**config.mk**
```make
export PLATFORM = sky130hd
export DESIGN_NAME = eeprom_host
export DESIGN_NICKNAME = d
export VERILOG_FILES = /design/src/hdl/eeprom_host_pkg.sv /design/src/hdl/eeprom_host.sv
export SDC_FILE = /design/constraint.sdc
export NUM_CORES = 1
export LEC_CHECK = 0
export BUFFER_PORTS_ARGS = -buffer_cell sky130_fd_sc_hd__buf_2
export CAP_MARGIN = 15
export CORE_ASPECT_RATIO = 0.7
export CORE_MARGIN = 5
export CORE_UTILIZATION = 47
export CTS_CLUSTER_DIAMETER = 200
export DETAILED_ROUTE_END_ITERATION = 8
export PLACE_DENSITY = 0.66
export SYNTH_ARGS = -nofsm -noshare
export SYNTH_HDL_FRONTEND = slang
export SYNTH_SLANG_ARGS = --single-unit
export TNS_END_PERCENT = 50
```
**constraint.sdc**
```tcl
create_clock -name clk -period 5.6 [get_ports clk]
set_input_delay 0.28 -clock clk [delete_from_list [all_inputs] [get_ports clk]]
set_output_delay 0.28 -clock clk [all_outputs]
set_load 0.02 [all_outputs]
```
**src/hdl/eeprom_host_pkg.sv**
```systemverilog
// Constants for the parallel nonvolatile memory host controller
package eeprom_host_pkg;
   localparam int ADDR_W = 17;
   localparam int DATA_W = 8;
   localparam int PAGE_BYTES = 256;
   localparam int CLK_MHZ = 20;
   localparam int CLK_NS = 50;
   // Times in their own units, cycles derived from them
   localparam int POWERUP_READ_US = 100;
   localparam int POWERUP_WRITE_MS = 5;
   localparam int PROGRAM_CYCLE_MS = 10;
   localparam int BYTE_LOAD_MAX_US = 200;
   localparam int BYTE_LOAD_MIN_NS = 200;
   localparam int READ_ACCESS_NS = 350;
   localparam int STROBE_WIDTH_NS = 100;
   localparam int RECOVER_NS = 100;
   localparam int OE_SETUP_NS = 10;
   localparam int PUR_CYC = POWERUP_READ_US * CLK_MHZ;
   localparam int PUW_CYC = POWERUP_WRITE_MS * 1000 * CLK_MHZ;
   localparam int PROG_CYC = PROGRAM_CYCLE_MS * 1000 * CLK_MHZ;
   localparam int BLC_MAX_CYC = BYTE_LOAD_MAX_US * CLK_MHZ;
   localparam int BLC_MIN_CYC = (BYTE_LOAD_MIN_NS + CLK_NS - 1) / CLK_NS;
   localparam int RD_CYC = (READ_ACCESS_NS + CLK_NS - 1) / CLK_NS + 1;
   localparam int WP_CYC = (STROBE_WIDTH_NS + CLK_NS - 1) / CLK_NS;
   localparam int WPH_CYC = (RECOVER_NS + CLK_NS - 1) / CLK_NS;
   localparam int OES_CYC = (OE_SETUP_NS + CLK_NS - 1) / CLK_NS;
   localparam int CNT_W = 24;
   localparam int POLL_BIT = 7;
   localparam int TOGGLE_BIT = 6;
endpackage : eeprom_host_pkg

```
**src/hdl/eeprom_host.sv**
```systemverilog
// Host controller that drives the byte-wide memory pins
`timescale 1ns/1ps
module eeprom_host
   import eeprom_host_pkg::*;
#(
   parameter int PUW_CYCLES = PUW_CYC,
   parameter int PROG_CYCLES = PROG_CYC
)(
   input wire logic clk,
   input wire logic rst,
   input wire logic clk_en,
   input wire logic req_valid,
   input wire logic req_write,
   input wire logic req_last,
   input wire logic req_poll,
   input wire logic [ADDR_W-1:0] req_addr,
   input wire logic [DATA_W-1:0] req_wdata,
   output logic req_ready,
   output logic rsp_valid,
   output logic [DATA_W-1:0] rsp_rdata,
   output logic busy,
   output logic prog_done,
   output logic chip_select_n,
   output logic output_drive_enable_n,
   output logic write_strobe_n,
   output logic [ADDR_W-1:0] mem_address,
   output logic [DATA_W-1:0] data_out,
   output logic data_oe,
   input wire logic [DATA_W-1:0] data_in
);
   typedef enum logic [6:0] {
      S_PWRUP = 7'h01, S_IDLE = 7'h02, S_RD = 7'h04, S_WSET = 7'h08,
      S_WLOW = 7'h10, S_WHIGH = 7'h20, S_PROG = 7'h40
   } state_t;
   state_t state_q;
   logic [CNT_W-1:0] pwr_q, tm_q, gap_q;
   logic [ADDR_W-9:0] page_q;
   logic [8:0] nbytes_q;
   logic in_page_q, last_q;
   logic [DATA_W-1:0] s1_q, s2_q, s3_q, din_q;
   logic rd_ok, wr_ok, page_match, gap_expired;
   // Power-up delays gate reads and writes
   assign rd_ok = (pwr_q >= CNT_W'(PUR_CYC));
   assign wr_ok = (pwr_q >= CNT_W'(PUW_CYCLES));
   assign page_match = !in_page_q || (req_addr[ADDR_W-1:8] == page_q);
   // Margin leaves room for one poll read and the strobe lead before the device gives up
   assign gap_expired = in_page_q && gap_q >= CNT_W'(BLC_MAX_CYC - 2 * (WP_CYC + WPH_CYC) - RD_CYC - 4);
   // Ready only when idle, with or without an open page, for a compatible request
   always_comb
   begin
      req_ready = 1'b0;
      if (state_q == S_IDLE && req_valid)
      begin
         if (req_write)
            req_ready = wr_ok && page_match && !gap_expired && nbytes_q < 9'(PAGE_BYTES);
         else
            req_ready = rd_ok && !in_page_q || in_page_q && req_poll && !gap_expired;
      end
   end
   assign busy = (state_q != S_IDLE) || in_page_q;
   // Power-up counter saturates
   always_ff @(posedge clk or posedge rst)
   begin
      if (rst)
         pwr_q <= '0;
      else if (clk_en && !(rd_ok && wr_ok))
         pwr_q <= pwr_q + 1'b1;
   end
   // Three-stage input sampler for read data
   always_ff @(posedge clk or posedge rst)
   begin
      if (rst)
      begin
         s1_q <= '0;
         s2_q <= '0;
         s3_q <= '0;
         din_q <= '0;
      end
      else if (clk_en)
      begin
         s1_q <= data_in;
         s2_q <= s1_q;
         s3_q <= s2_q;
         // Accept a new byte only once the last two stages agree
         if (s2_q == s3_q)
            din_q <= s3_q;
      end
   end
   // Main sequencer
   always_ff @(posedge clk or posedge rst)
   begin
      if (rst)
      begin
         state_q <= S_PWRUP;
         tm_q <= '0;
         gap_q <= '0;
         chip_select_n <= 1'b1;
         output_drive_enable_n <= 1'b1;
         write_strobe_n <= 1'b1;
         mem_address <= '0;
         data_out <= '0;
         data_oe <= 1'b0;
         page_q <= '0;
         nbytes_q <= '0;
         in_page_q <= 1'b0;
         last_q <= 1'b0;
         rsp_valid <= 1'b0;
         rsp_rdata <= '0;
         prog_done <= 1'b0;
      end
      else if (clk_en)
      begin
         rsp_valid <= 1'b0;
         prog_done <= 1'b0;
         tm_q <= tm_q + 1'b1;
         // Free count since the latest strobe fall; only read while a page is open
         gap_q <= gap_q + 1'b1;
         case (state_q)
            S_PWRUP:
               if (rd_ok)
                  state_q <= S_IDLE;
            S_IDLE:
            begin
               tm_q <= '0;
               if (req_ready && req_write)
               begin
                  // Address stable before select and strobe fall
                  mem_address <= req_addr;
                  data_out <= req_wdata;
                  data_oe <= 1'b1;
                  output_drive_enable_n <= 1'b1;
                  last_q <= req_last;
                  state_q <= S_WSET;
               end
               else if (req_ready)
               begin
                  mem_address <= req_addr;
                  chip_select_n <= 1'b0;
                  output_drive_enable_n <= 1'b0;
                  state_q <= S_RD;
               end
               else if (in_page_q && gap_expired)
               begin
                  // Host stops loading; device closes page by itself
                  in_page_q <= 1'b0;
                  state_q <= S_PROG;
               end
            end
            S_RD:
               if (tm_q == CNT_W'(RD_CYC + 2))
               begin
                  chip_select_n <= 1'b1;
                  output_drive_enable_n <= 1'b1;
                  rsp_valid <= 1'b1;
                  rsp_rdata <= din_q;
                  state_q <= in_page_q ? S_IDLE : S_IDLE;
               end
            S_WSET:
               if (tm_q == CNT_W'(OES_CYC))
               begin
                  chip_select_n <= 1'b0;
                  write_strobe_n <= 1'b0;
                  gap_q <= '0;
                  tm_q <= '0;
                  state_q <= S_WLOW;
               end
            S_WLOW:
               if (tm_q == CNT_W'(WP_CYC))
               begin
                  write_strobe_n <= 1'b1;
                  chip_select_n <= 1'b1;
                  tm_q <= '0;
                  state_q <= S_WHIGH;
               end
            S_WHIGH:
               if (tm_q == CNT_W'(WPH_CYC))
               begin
                  data_oe <= 1'b0;
                  tm_q <= '0;
                  if (last_q || nbytes_q == 9'(PAGE_BYTES - 1))
                  begin
                     in_page_q <= 1'b0;
                     nbytes_q <= '0;
                     state_q <= S_PROG;
                  end
                  else
                  begin
                     in_page_q <= 1'b1;
                     page_q <= mem_address[ADDR_W-1:8];
                     nbytes_q <= nbytes_q + 1'b1;
                     state_q <= S_IDLE;
                  end
               end
            S_PROG:
            begin
               nbytes_q <= '0;
               // Full program time wait, no polling needed
               if (tm_q >= CNT_W'(PROG_CYCLES + BLC_MAX_CYC))
               begin
                  prog_done <= 1'b1;
                  state_q <= S_IDLE;
               end
            end
            default:
               state_q <= S_PWRUP;
         endcase
      end
   end

   a_read_drive: assert property (@(posedge clk) disable iff (rst)
      !output_drive_enable_n |-> !chip_select_n && write_strobe_n && !data_oe)
      else $error("read with bad controls");
   a_write_ctl: assert property (@(posedge clk) disable iff (rst)
      !write_strobe_n |-> !chip_select_n && output_drive_enable_n && data_oe)
      else $error("write with bad controls");
   a_strobe_width: assert property (@(posedge clk) disable iff (rst)
      $fell(write_strobe_n) && clk_en |-> !write_strobe_n [*2])
      else $error("strobe too short");
   a_pwr_write: assert property (@(posedge clk) disable iff (rst)
      !write_strobe_n |-> pwr_q >= CNT_W'(PUW_CYCLES))
      else $error("write before power-up delay");
   a_pwr_read: assert property (@(posedge clk) disable iff (rst)
      !output_drive_enable_n |-> pwr_q >= CNT_W'(PUR_CYC))
      else $error("read before power-up delay");
   a_page_bits: assert property (@(posedge clk) disable iff (rst)
      $fell(write_strobe_n) && in_page_q |-> mem_address[ADDR_W-1:8] == page_q)
      else $error("page address changed");
   a_gap_bound: assert property (@(posedge clk) disable iff (rst)
      in_page_q |-> gap_q < CNT_W'(BLC_MAX_CYC))
      else $error("byte load gap too long");
   a_standby_idle: assert property (@(posedge clk) disable iff (rst)
      chip_select_n |-> write_strobe_n && output_drive_enable_n)
      else $error("strobe active while deselected");
endmodule : eeprom_host

```
Word-level counts from Yosys, hierarchy flattened:

Index checks and enable logic that the tools add are counted.

* flip-flop bits (word level): 170
* input bits: 40
* output and inout bits: 41
* word-level logic and storage cells: 141

* add/sub/neg operators: 4
* $lt $le $gt $ge: 5
* eq/ne operators: 27
* mux-type cells: 45
* bitwise gates (word level): 1
* reduce and logical (&&, ||, !) cells: 38

Operators with widths (count)
* two-way mux 24 bit: 4
* adder 24 x 1 -> 24 bit, second input constant: 3
* case mux 24 bit (3 select lines): 1
* two-way mux 7 bit: 10
* case mux 7 bit (7 select lines): 1
* two-way mux 17 bit: 2
* == test 24 x 1 -> 1 bit, second input constant: 1
* == test 24 x 2 -> 1 bit, second input constant: 1
* == test 24 x 4 -> 1 bit, second input constant: 1
* >= comparator 24 x 11 -> 1 bit, second input constant: 1
* >= comparator 24 x 12 -> 1 bit, second input constant: 1
* >= comparator 24 x 17 -> 1 bit, second input constant: 1
* >= comparator 24 x 18 -> 1 bit, second input constant: 1
* two-way mux 1 bit: 19
* two-way mux 9 bit: 2
* inequality test 2 bit, second input constant: 9
* case mux 9 bit (2 select lines): 1
* AND reduction 4 bit: 4
* logical AND 1 bit: 12
* AND reduction 3 bit: 4
* nonzero test 2 bit: 5
* adder 9 x 1 -> 9 bit, second input constant: 1
* == test 9 x 8 -> 1 bit, second input constant: 1
* == test 9 bit: 1
* other kinds (24): 33

Longest topological paths before layout:

Gate-level depths: netlist of run 1.

* word-level depth: 10
* mapped depth: 10
* depth with buffers taken out: 10

Worst setup path before layout of run 1:

OpenSTA, ideal clock, no wires.

* path type: register -> register
* start point: register gap_q[15]
* end point: register mem_address[16]
* setup time: 0.125 ns
* data arrival time: 2.453 ns
* required time: 5.475 ns
* setup slack: 3.022 ns
* stages on the path, launching flop included: 7
* buffers on the path: 1
* period minus slack after synthesis: 2.578 ns
* cells stage by stage: dfrtp_1 or4_4 or3_4 o211a_4 nor3_4 buf_12 mux2_4

* cells in the longest elaborated chain, start to end: 10
* elaborated cells on any way between the ends: 13
* those cells by class: 1 x order compare; 3 x mux; 9 x reduce/logical

Ends and longest elaborated chain
* start: declaration: line eeprom_host.sv:36 `logic [CNT_W-1:0] pwr_q, tm_q, gap_q;`
* start signal: assignment: line eeprom_host.sv:117 `gap_q <= gap_q + 1'b1;`
* >= comparator 24 x 12 -> 1 bit (*): line eeprom_host.sv:47 `assign gap_expired = in_page_q && gap_q >= CNT_W'(BLC_MAX_CYC - 2 * (WP_CYC + WPH_CYC) - RD_CYC - 4);`
* logical AND 1 bit (*): line eeprom_host.sv:47
* zero test 1 bit (*): line eeprom_host.sv:55, eeprom_host.sv:57
* logical AND 1 bit, on equally long branches: line eeprom_host.sv:57, eeprom_host.sv:55
* logical OR 1 bit or logical AND 1 bit (tied branches): line eeprom_host.sv:57, eeprom_host.sv:55
* two-way mux 1 bit (*): line eeprom_host.sv:54 `if (req_write)`
* two-way mux 1 bit (*): line eeprom_host.sv:52 `if (state_q == S_IDLE && req_valid)`
* logical AND 1 bit: line eeprom_host.sv:125 `if (req_ready && req_write)`
* nonzero test 2 bit (no line)
* AND reduction 3 bit (no line)
* end signal: assignment: line eeprom_host.sv:128 `mem_address <= req_addr;`
* end signal: assignment: line eeprom_host.sv:137 `mem_address <= req_addr;`
* end: declaration: line eeprom_host.sv:26 `output logic [ADDR_W-1:0] mem_address,`

Every way passes the cells marked *; elsewhere a longest branch is shown, timed or not.
A chain may end at the register's enable or synchronous reset.

Worst setup path in the final report of run 1:

* start point: register state_q[5]
* end point: register mem_address[13]

* cells in the longest elaborated chain, start to end: 6
* elaborated cells on any way between the ends: 7
* those cells by class: 1 x eq/ne; 2 x mux; 4 x reduce/logical

Ends and longest elaborated chain
* start: declaration: line eeprom_host.sv:35 `state_t state_q;`
* start signal: assignment: line eeprom_host.sv:156 `state_q <= in_page_q ? S_IDLE : S_IDLE;`
* == test 7 x 2 -> 1 bit (*): line eeprom_host.sv:52, eeprom_host.sv:118
* logical AND 1 bit: line eeprom_host.sv:52
* two-way mux 1 bit: line eeprom_host.sv:52
* logical AND 1 bit: line eeprom_host.sv:125
* nonzero test 2 bit (no line)
* AND reduction 3 bit (no line)

Marks and branches as above.

==> out/qor.csv, run 1 <==
metric;value;unit
die height;119.8;um
Worst slew margin;0.2263;
VDD IR-drop max;0.1989;mV
Synth Instances;720;
crit end category;flip-flop;
Logic pwr share;0.194;
Buf/Inv on CP;0;
Clock power frac;0.349;
Initial DRC Count;359;
Synth Register Bits;170;
H-tree lvl count;4;
Top Ports;81;
Least-Margin Pin Slew;1.150;ns
Worst-Skew Late Latency;0.43;ns
share of layout cells above drive strength 1;0.2614;
period utilisation layout;0.5667;
Pleak;0.004400;uW
routability cong.;0.8314;
die width;166.8;um
Post-synth EDFFs;0;
Worst EP required;5.91;ns
Design Area, Final;9289;um2
Critical Path Fanout Max;17;
Setup CP Type;reg -> reg;
DR pass1 iterations;5;
CP max stage cell;nor3_4;
Post-CTS Resized;0;
Yosys cell types;62;
post-synthesis compound-gate area fraction;0.06958;
remaining global-route overflow;0;
via count;5755;
Vias/cell;5.518;
Root Buffer;clkbuf_16;
power per cell area;365.9;nW/um2
mean post-synth cell area;11.24;um2
port bufs;80;
Layout Skew;0.01495;ns
post-CTS setup buffer count;0;
Syn-to-layout area delta;14.80;%
Critical Path Source Type;flip-flop;
r2r worst-path depth;6;
Nets;848;
Post-synth top flop;dfrtp_1;
starting density of the core;0.4755;
Post-Synth Adder-Cell Area;0.01546;
register area share after synthesis;0.5264;
flip-flop and latch area;4259;um2
XOR/XNOR Fraction of Synth Area;0.07469;
area of the multi-input gates;3643;um2
endpoints failing hold;0;
Post-synth ARST share;1.000;
syn nets;770;
placed inst area;8691;um2
TritonCTS clock tree;yes;
vias in the first global route;5793;
pin count of the biggest net entering global routing;99;
Worst Hold Class;in -> async;
CP top delay family;simple AND/OR/NAND/NOR gates;
Post-DP HPWL;12000;um
hold buffer count at CTS;0;
Int Pwr;2362;uW
first-pass GRT wire length;28750;um
DR WL/cell;16.08;um
mux cell area share after synthesis;0.1132;
Arr. time, crit path;3.48;ns
Core ar.;17020;um2
CTS clk-pin slew, worst paths;0.07;ns
clock tree sinks;170;
clk buf depth;2;
CP Depth;6;
Sw Ratio;0.3052;
die area;19980;um2
CP peak stage delay;0.80;ns
Min Clock Period, post-route;3.173;ns
dpl ws;2.458;ns
row count;40;
TNS Setup;0;ns
Max-Cap Viols;0;
sequence of cells on the critical path;nor3_1 > and4b_1 > o311a_1 > o221ai_2 > nor3_4 > mux2_2;
RSZ-0062 raised after global routing;false;
final WL;16770;um
Detail Route Antenna Nets;0;
final setup fails;0;
post-route worst setup slack;2.427;ns
CTS buffer count;17;
# DRC;0;
Simple-Gate Fraction of Synth Area;0.1774;
Synth Warn #;0;
largest family of logic cells by synthesized area;simple AND/OR/NAND/NOR gates;
initial antenna violation count;0;
Sw Pwr;1038;uW
gr usage total;0.1743;
Cell Area, Synth;8092;um2
sequential power share;0.457;
Slew Limit Fails;0;
Fillers;1469;
status;finished, final reports clean;
Max Clk Rate;0.3151;GHz
## power groups by stage
stage | combinational (uW) | clock, uW | sequential [uW]
floorplan | 393 | 0 | 1630
global placement | 644 | 0 | 1560
detailed placement | 663 | 0 | 1580
CTS | 665 | 1220 | 1550
global route | 724 | 1260 | 1580
finish | 660 | 1190 | 1550
## worst reg2reg max path: cells and delay by family (launching register included)
kind            cells  cell delay [ns]
compound gates      2             0.42
flops               1             0.43
mux                 1             0.43
simple gates        3             1.79
## through the flow
step,cells,util,hold slack (ns),power [uW]
floorplan,720,-,0.4281,2024
global placement,1009,0.5107,0.3650,2209
detailed placement,1009,0.5107,0.3656,2239
CTS,1041,0.5454,0.06504,3435
global route,1042,0.5457,0.06462,3567
finish,1043,0.5459,0.01977,3399
## flip-flops by register name, summed over array words and instances (netlist names), 7 cells and up
signal       flops
data_out         8
mem_address     17
din_q            8
s3_q             8
rsp_rdata        8
pwr_q           24
tm_q            24
nbytes_q         9
s1_q             8
state_q          7
s2_q             8
gap_q           24
page_q           9
## synthesized netlist by cell type, drive strengths merged, types with 5 or more instances
master	n	area share
ha	10	0.015
nand2	42	0.019
nor3	21	0.017
clkbuf	20	0.0093
nor2b	7	0.0054
and3	19	0.015
xnor2	35	0.038
nand4b	5	0.0054
nand2b	7	0.0054
nor4	14	0.012
mux2	78	0.11
or3	6	0.0053
or4	5	0.0051
o21ai	35	0.022
nand4	15	0.012
inv	21	0.0097
and4	5	0.0054
dfrtp	166	0.51
nor2	71	0.033
xor2	34	0.037
nand3	37	0.023
## path summary, 6_finish.rpt
kind | from | to | slack, ns
worst max-delay path | state_q[5] | mem_address[13] | 2.43
worst min-delay path | rst | mem_address[3] | 0.02
worst max register to register | state_q[5] | mem_address[13] | 2.43
worst min register to register | pwr_q[22] | pwr_q[22] | 0.38
max in group asynchronous | rst | din_q[4] | 4.12
min in group clk | req_addr[5] | mem_address[5] | 0.08
## cell families (layout without fill, tap and decap cells)
| logic type | Yosys count | count (layout) |
|---|---|---|
| simple gates | 268 | 268 |
| buf+inv | 45 | 136 |
| fa+ha+maj | 10 | 10 |
| compound gates | 80 | 80 |
| xor+xnor | 69 | 69 |
| flops | 170 | 170 |
| mux | 78 | 78 |
| other cells | 0 | 1 |
## metal layers
layer  vias to the layer above  GRT usage  routed length [um]
li1                       2727          -                   -
met1                      2868     0.2510                8304
met2                       144     0.2624                7434
met3                        16    0.04709                 866
met4                         0    0.04548                 169
met5                         -          0                   0
## placed cells by master, fill, tap and decap left out, types with 4 or more instances in the layout
cell type / count
mux2_4: 10
inv_6: 5
xor2_1: 34
a22o_1: 4
nand4_1: 15
nor2b_1: 7
and3_1: 19
or4_1: 4
o21ai_0: 35
or3_1: 5
nand2b_1: 7
dfrtp_1: 166
inv_1: 20
nand3_1: 37
buf_2: 81
nor2_1: 71
o31ai_1: 4
nand2_1: 42
xnor2_1: 35
clkbuf_16: 17
ha_1: 10
nor4_1: 13
o21a_1: 4
nand4b_1: 5
and4_1: 5
nor3_1: 17
mux2_2: 68
a21o_1: 4
dfstp_2: 4
## final cells by class
cell class,instances,area share
clock inverter,14,0.01738
inverter,21,0.009025
sequential,170,0.4585
timing repair buffer,83,0.04526
tap,231,0.03112
multi-input combinational,505,0.3922
clock buffer,18,0.04620
antenna,1,0.0002694
Note: power is estimated with default switching activity, not from simulation.
==> run 2: changes to the inputs <==
Clock period 5.6 ns to 3.15 ns, I/O delays scaled along.
==> run 2 against run 1 <==
Core utilization is 2.7 points higher. Register-to-register slack got worse by 2.1 ns. Sequential share of layout area shrank 2.2 points. Critical endpoint is now req_ready. Routed wire length increased by 3.7%. Cell count rose by 4.4%. Sequential power is 79% higher. Count of clock-buffer cells in the layout unchanged.
==> out/qor.csv, run 2 (same netlist as run 1, synthesis figures left out) <==
metric;value;unit;change
Layout Skew;0.01044;ns;was 0.01495 ns
clk buf depth;2;;unchanged
Root Buffer;clkbuf_16;;unchanged
flip-flop and latch area;4259;um2;unchanged
met3 usage;0.05268;;was 0.04709
Nets;895;;was 848
Min Clock Period, post-route;2.932;ns;
die height;119.8;um;unchanged
Worst-Skew Late Latency;0.43;ns;about the same
CTS clk-pin slew, worst paths;0.06;ns;was 0.07 ns
Hold Crit Start;req_valid;;
power per cell area;624.3;nW/um2;was 365.9 nW/um2
Critical Path Source Type;flip-flop;;unchanged
Fillers;1427;;was 1469
busiest grt layer;met2;;unchanged
pin count of the biggest net entering global routing;76;;was 99
routing usage on met1;0.2506;;was 0.2510
Setup CP Type;reg -> out;;was reg -> reg
RSZ-0062 raised after global routing;false;;unchanged
DR WL/cell;15.97;um;was 16.08 um
row count;40;;unchanged
share of layout cells above drive strength 1;0.2622;;was 0.2614
VDD IR-drop max;0.3874;mV;was 0.1989 mV
via count;5881;;was 5755
top flop regs;gap_q (24), pwr_q (24), tm_q (24);;unchanged
commonest non-fill, non-tap cell in the layout;dfrtp_1;;unchanged
Initial DRC Count;401;;was 359
sequence of cells on the critical path;or4_4 > or3_4 > o21ai_0 > nand2_1 > a21oi_1 > buf_2;;was nor3_1 > and4b_1 > o311a_1 > o221ai_2 > nor3_4 > mux2_2
FF-to-FF End;data_out[4];;was mem_address[13]
CTS buffer count;17;;unchanged
post-CTS setup buffer count;0;;unchanged
flop2flop setup slack;0.36;ns;was 2.43 ns
port bufs;80;;unchanged
CP peak stage delay;0.58;ns;was 0.80 ns
hold buffer count at CTS;35;;was 0
clock tree sinks;170;;unchanged
final setup fails;0;;unchanged
Least-Margin Pin Slew;1.051;ns;was 1.150 ns
Finished Core Util;0.5733;;was 0.5459
total power draw;6091;uW;was 3399 uW
Post-DP HPWL;12270;um;was 12000 um
Worst Hold Class;in -> reg;;was in -> async
starting density of the core;0.4755;;unchanged
CP Depth;6;;unchanged
Critical Path Fanout Max;5;;was 17
period utilisation layout;0.9308;;
Detail Route Antenna Nets;0;;unchanged
Pleak;0.004616;uW;was 0.004400 uW
Hold Path Depth;3;;
TNS Setup;0;ns;unchanged
Vias/cell;5.400;;was 5.518
final WL;17390;um;was 16770 um
gr usage total;0.1801;;was 0.1743
GR Util met2;0.2758;;was 0.2624
remaining global-route overflow;0;;unchanged
Worst EP required;2.99;ns;was 5.91 ns
worst hold endpoint;state_q[3];;
most frequent cells in the layout;dfrtp_1 (166), buf_2 (80), nor2_1 (71), mux2_2 (68), nand2_1 (42);;was dfrtp_1 (166), buf_2 (81), nor2_1 (71), mux2_2 (68), nand2_1 (42)
CP max stage cell;or4_4;;was nor3_4
Syn-to-layout area delta;20.57;%;was 14.80%
Slew Limit Fails;0;;unchanged
die width;166.8;um;unchanged
H-tree lvl count;4;;unchanged
crit end category;output port;;was flip-flop
Worst R2R Start;state_q[5];;unchanged
CP top delay family;simple AND/OR/NAND/NOR gates;;unchanged
Max-Cap Viols;0;;unchanged
endpoints failing hold;0;;unchanged
# DRC;0;;unchanged
Top Ports;81;;unchanged
vias in the first global route;5881;;was 5793
TritonCTS clock tree;yes;;unchanged
initial antenna violation count;0;;unchanged
routability cong.;0.9307;;was 0.8314
DR pass1 iterations;4;;was 5
Buf/Inv on CP;1;;was 0
Core ar.;17020;um2;unchanged
Post-CTS Resized;0;;unchanged
Arr. time, crit path;2.77;ns;was 3.48 ns
area of the multi-input gates;3643;um2;unchanged
status;finished, final reports clean;;unchanged
Antenna Diode Count;0;;was 1
Worst slew margin;0.2917;;was 0.2263
die area;19980;um2;unchanged
first-pass GRT wire length;29690;um;was 28750 um
r2r worst-path depth;6;;unchanged
Max Clk Rate;0.3411;GHz;
==> run 2: cell count changes in the layout (fill, tap and decap cells not counted), sizes merged <==
cell | before | now
dlygate4sd3 | 0 | 35
buf | 83 | 95
bufinv | 2 | 1
clkinv | 5 | 4
clkinvlp | 1 | 2
diode | 1 | 0
inv | 27 | 28
==> run 2: final cells by class <==
class	instances	share of cell area
clock inverters	14	0.01578
repair buffers	130	0.09106
well taps	231	0.02963
multi-input cells	505	0.3735
inverters	21	0.008465
flip-flops and latches	170	0.4366
clock buffers	18	0.04502
==> run 2: stage by stage <==
step	hold slack [ns]	area (um2)	worst slack, ns	std cells
global route	0.06544	9756	0.07262	1089
floorplan	0.3056	8095	0.5723	720
CTS	0.04959	9756	0.2368	1089
finish	0.07712	9756	0.2181	1089
global placement	0.3583	8812	0.4844	1022
detailed placement	0.3631	8812	0.4148	1022
==> run 2: power breakdown <==
part           total (uW)  leakage [uW]  internal [uW]  switching (uW)
sequential           2770       0.00222           2490             276
combinational        1240       0.00210            566             674
clock                2090      0.000291           1150             939
==> run 2: worst max path at each step <==
stage / from / endpoint / slack [ns]
final: gap_q[15] / req_ready / 0.22
after global routing: gap_q[15] / req_ready / 0.07
after CTS: gap_q[15] / req_ready / 0.24
after detailed placement: nbytes_q[0] / page_q[2] / 0.41
after global placement: nbytes_q[0] / page_q[5] / 0.48
after floorplan: gap_q[15] / mem_address[16] / 0.57
==> run 2: tightest hold or removal path: stages <==
cell,delay [ns]
buf_2,0.14
nand2_1,0.08
o31ai_1,0.07
==> run 2: layer usage <==
metal	vias to the layer above	wire (um)
met5	-	0
met4	0	241
met3	23	1032
met2	131	7931
met1	2902	8187
li1	2825	-
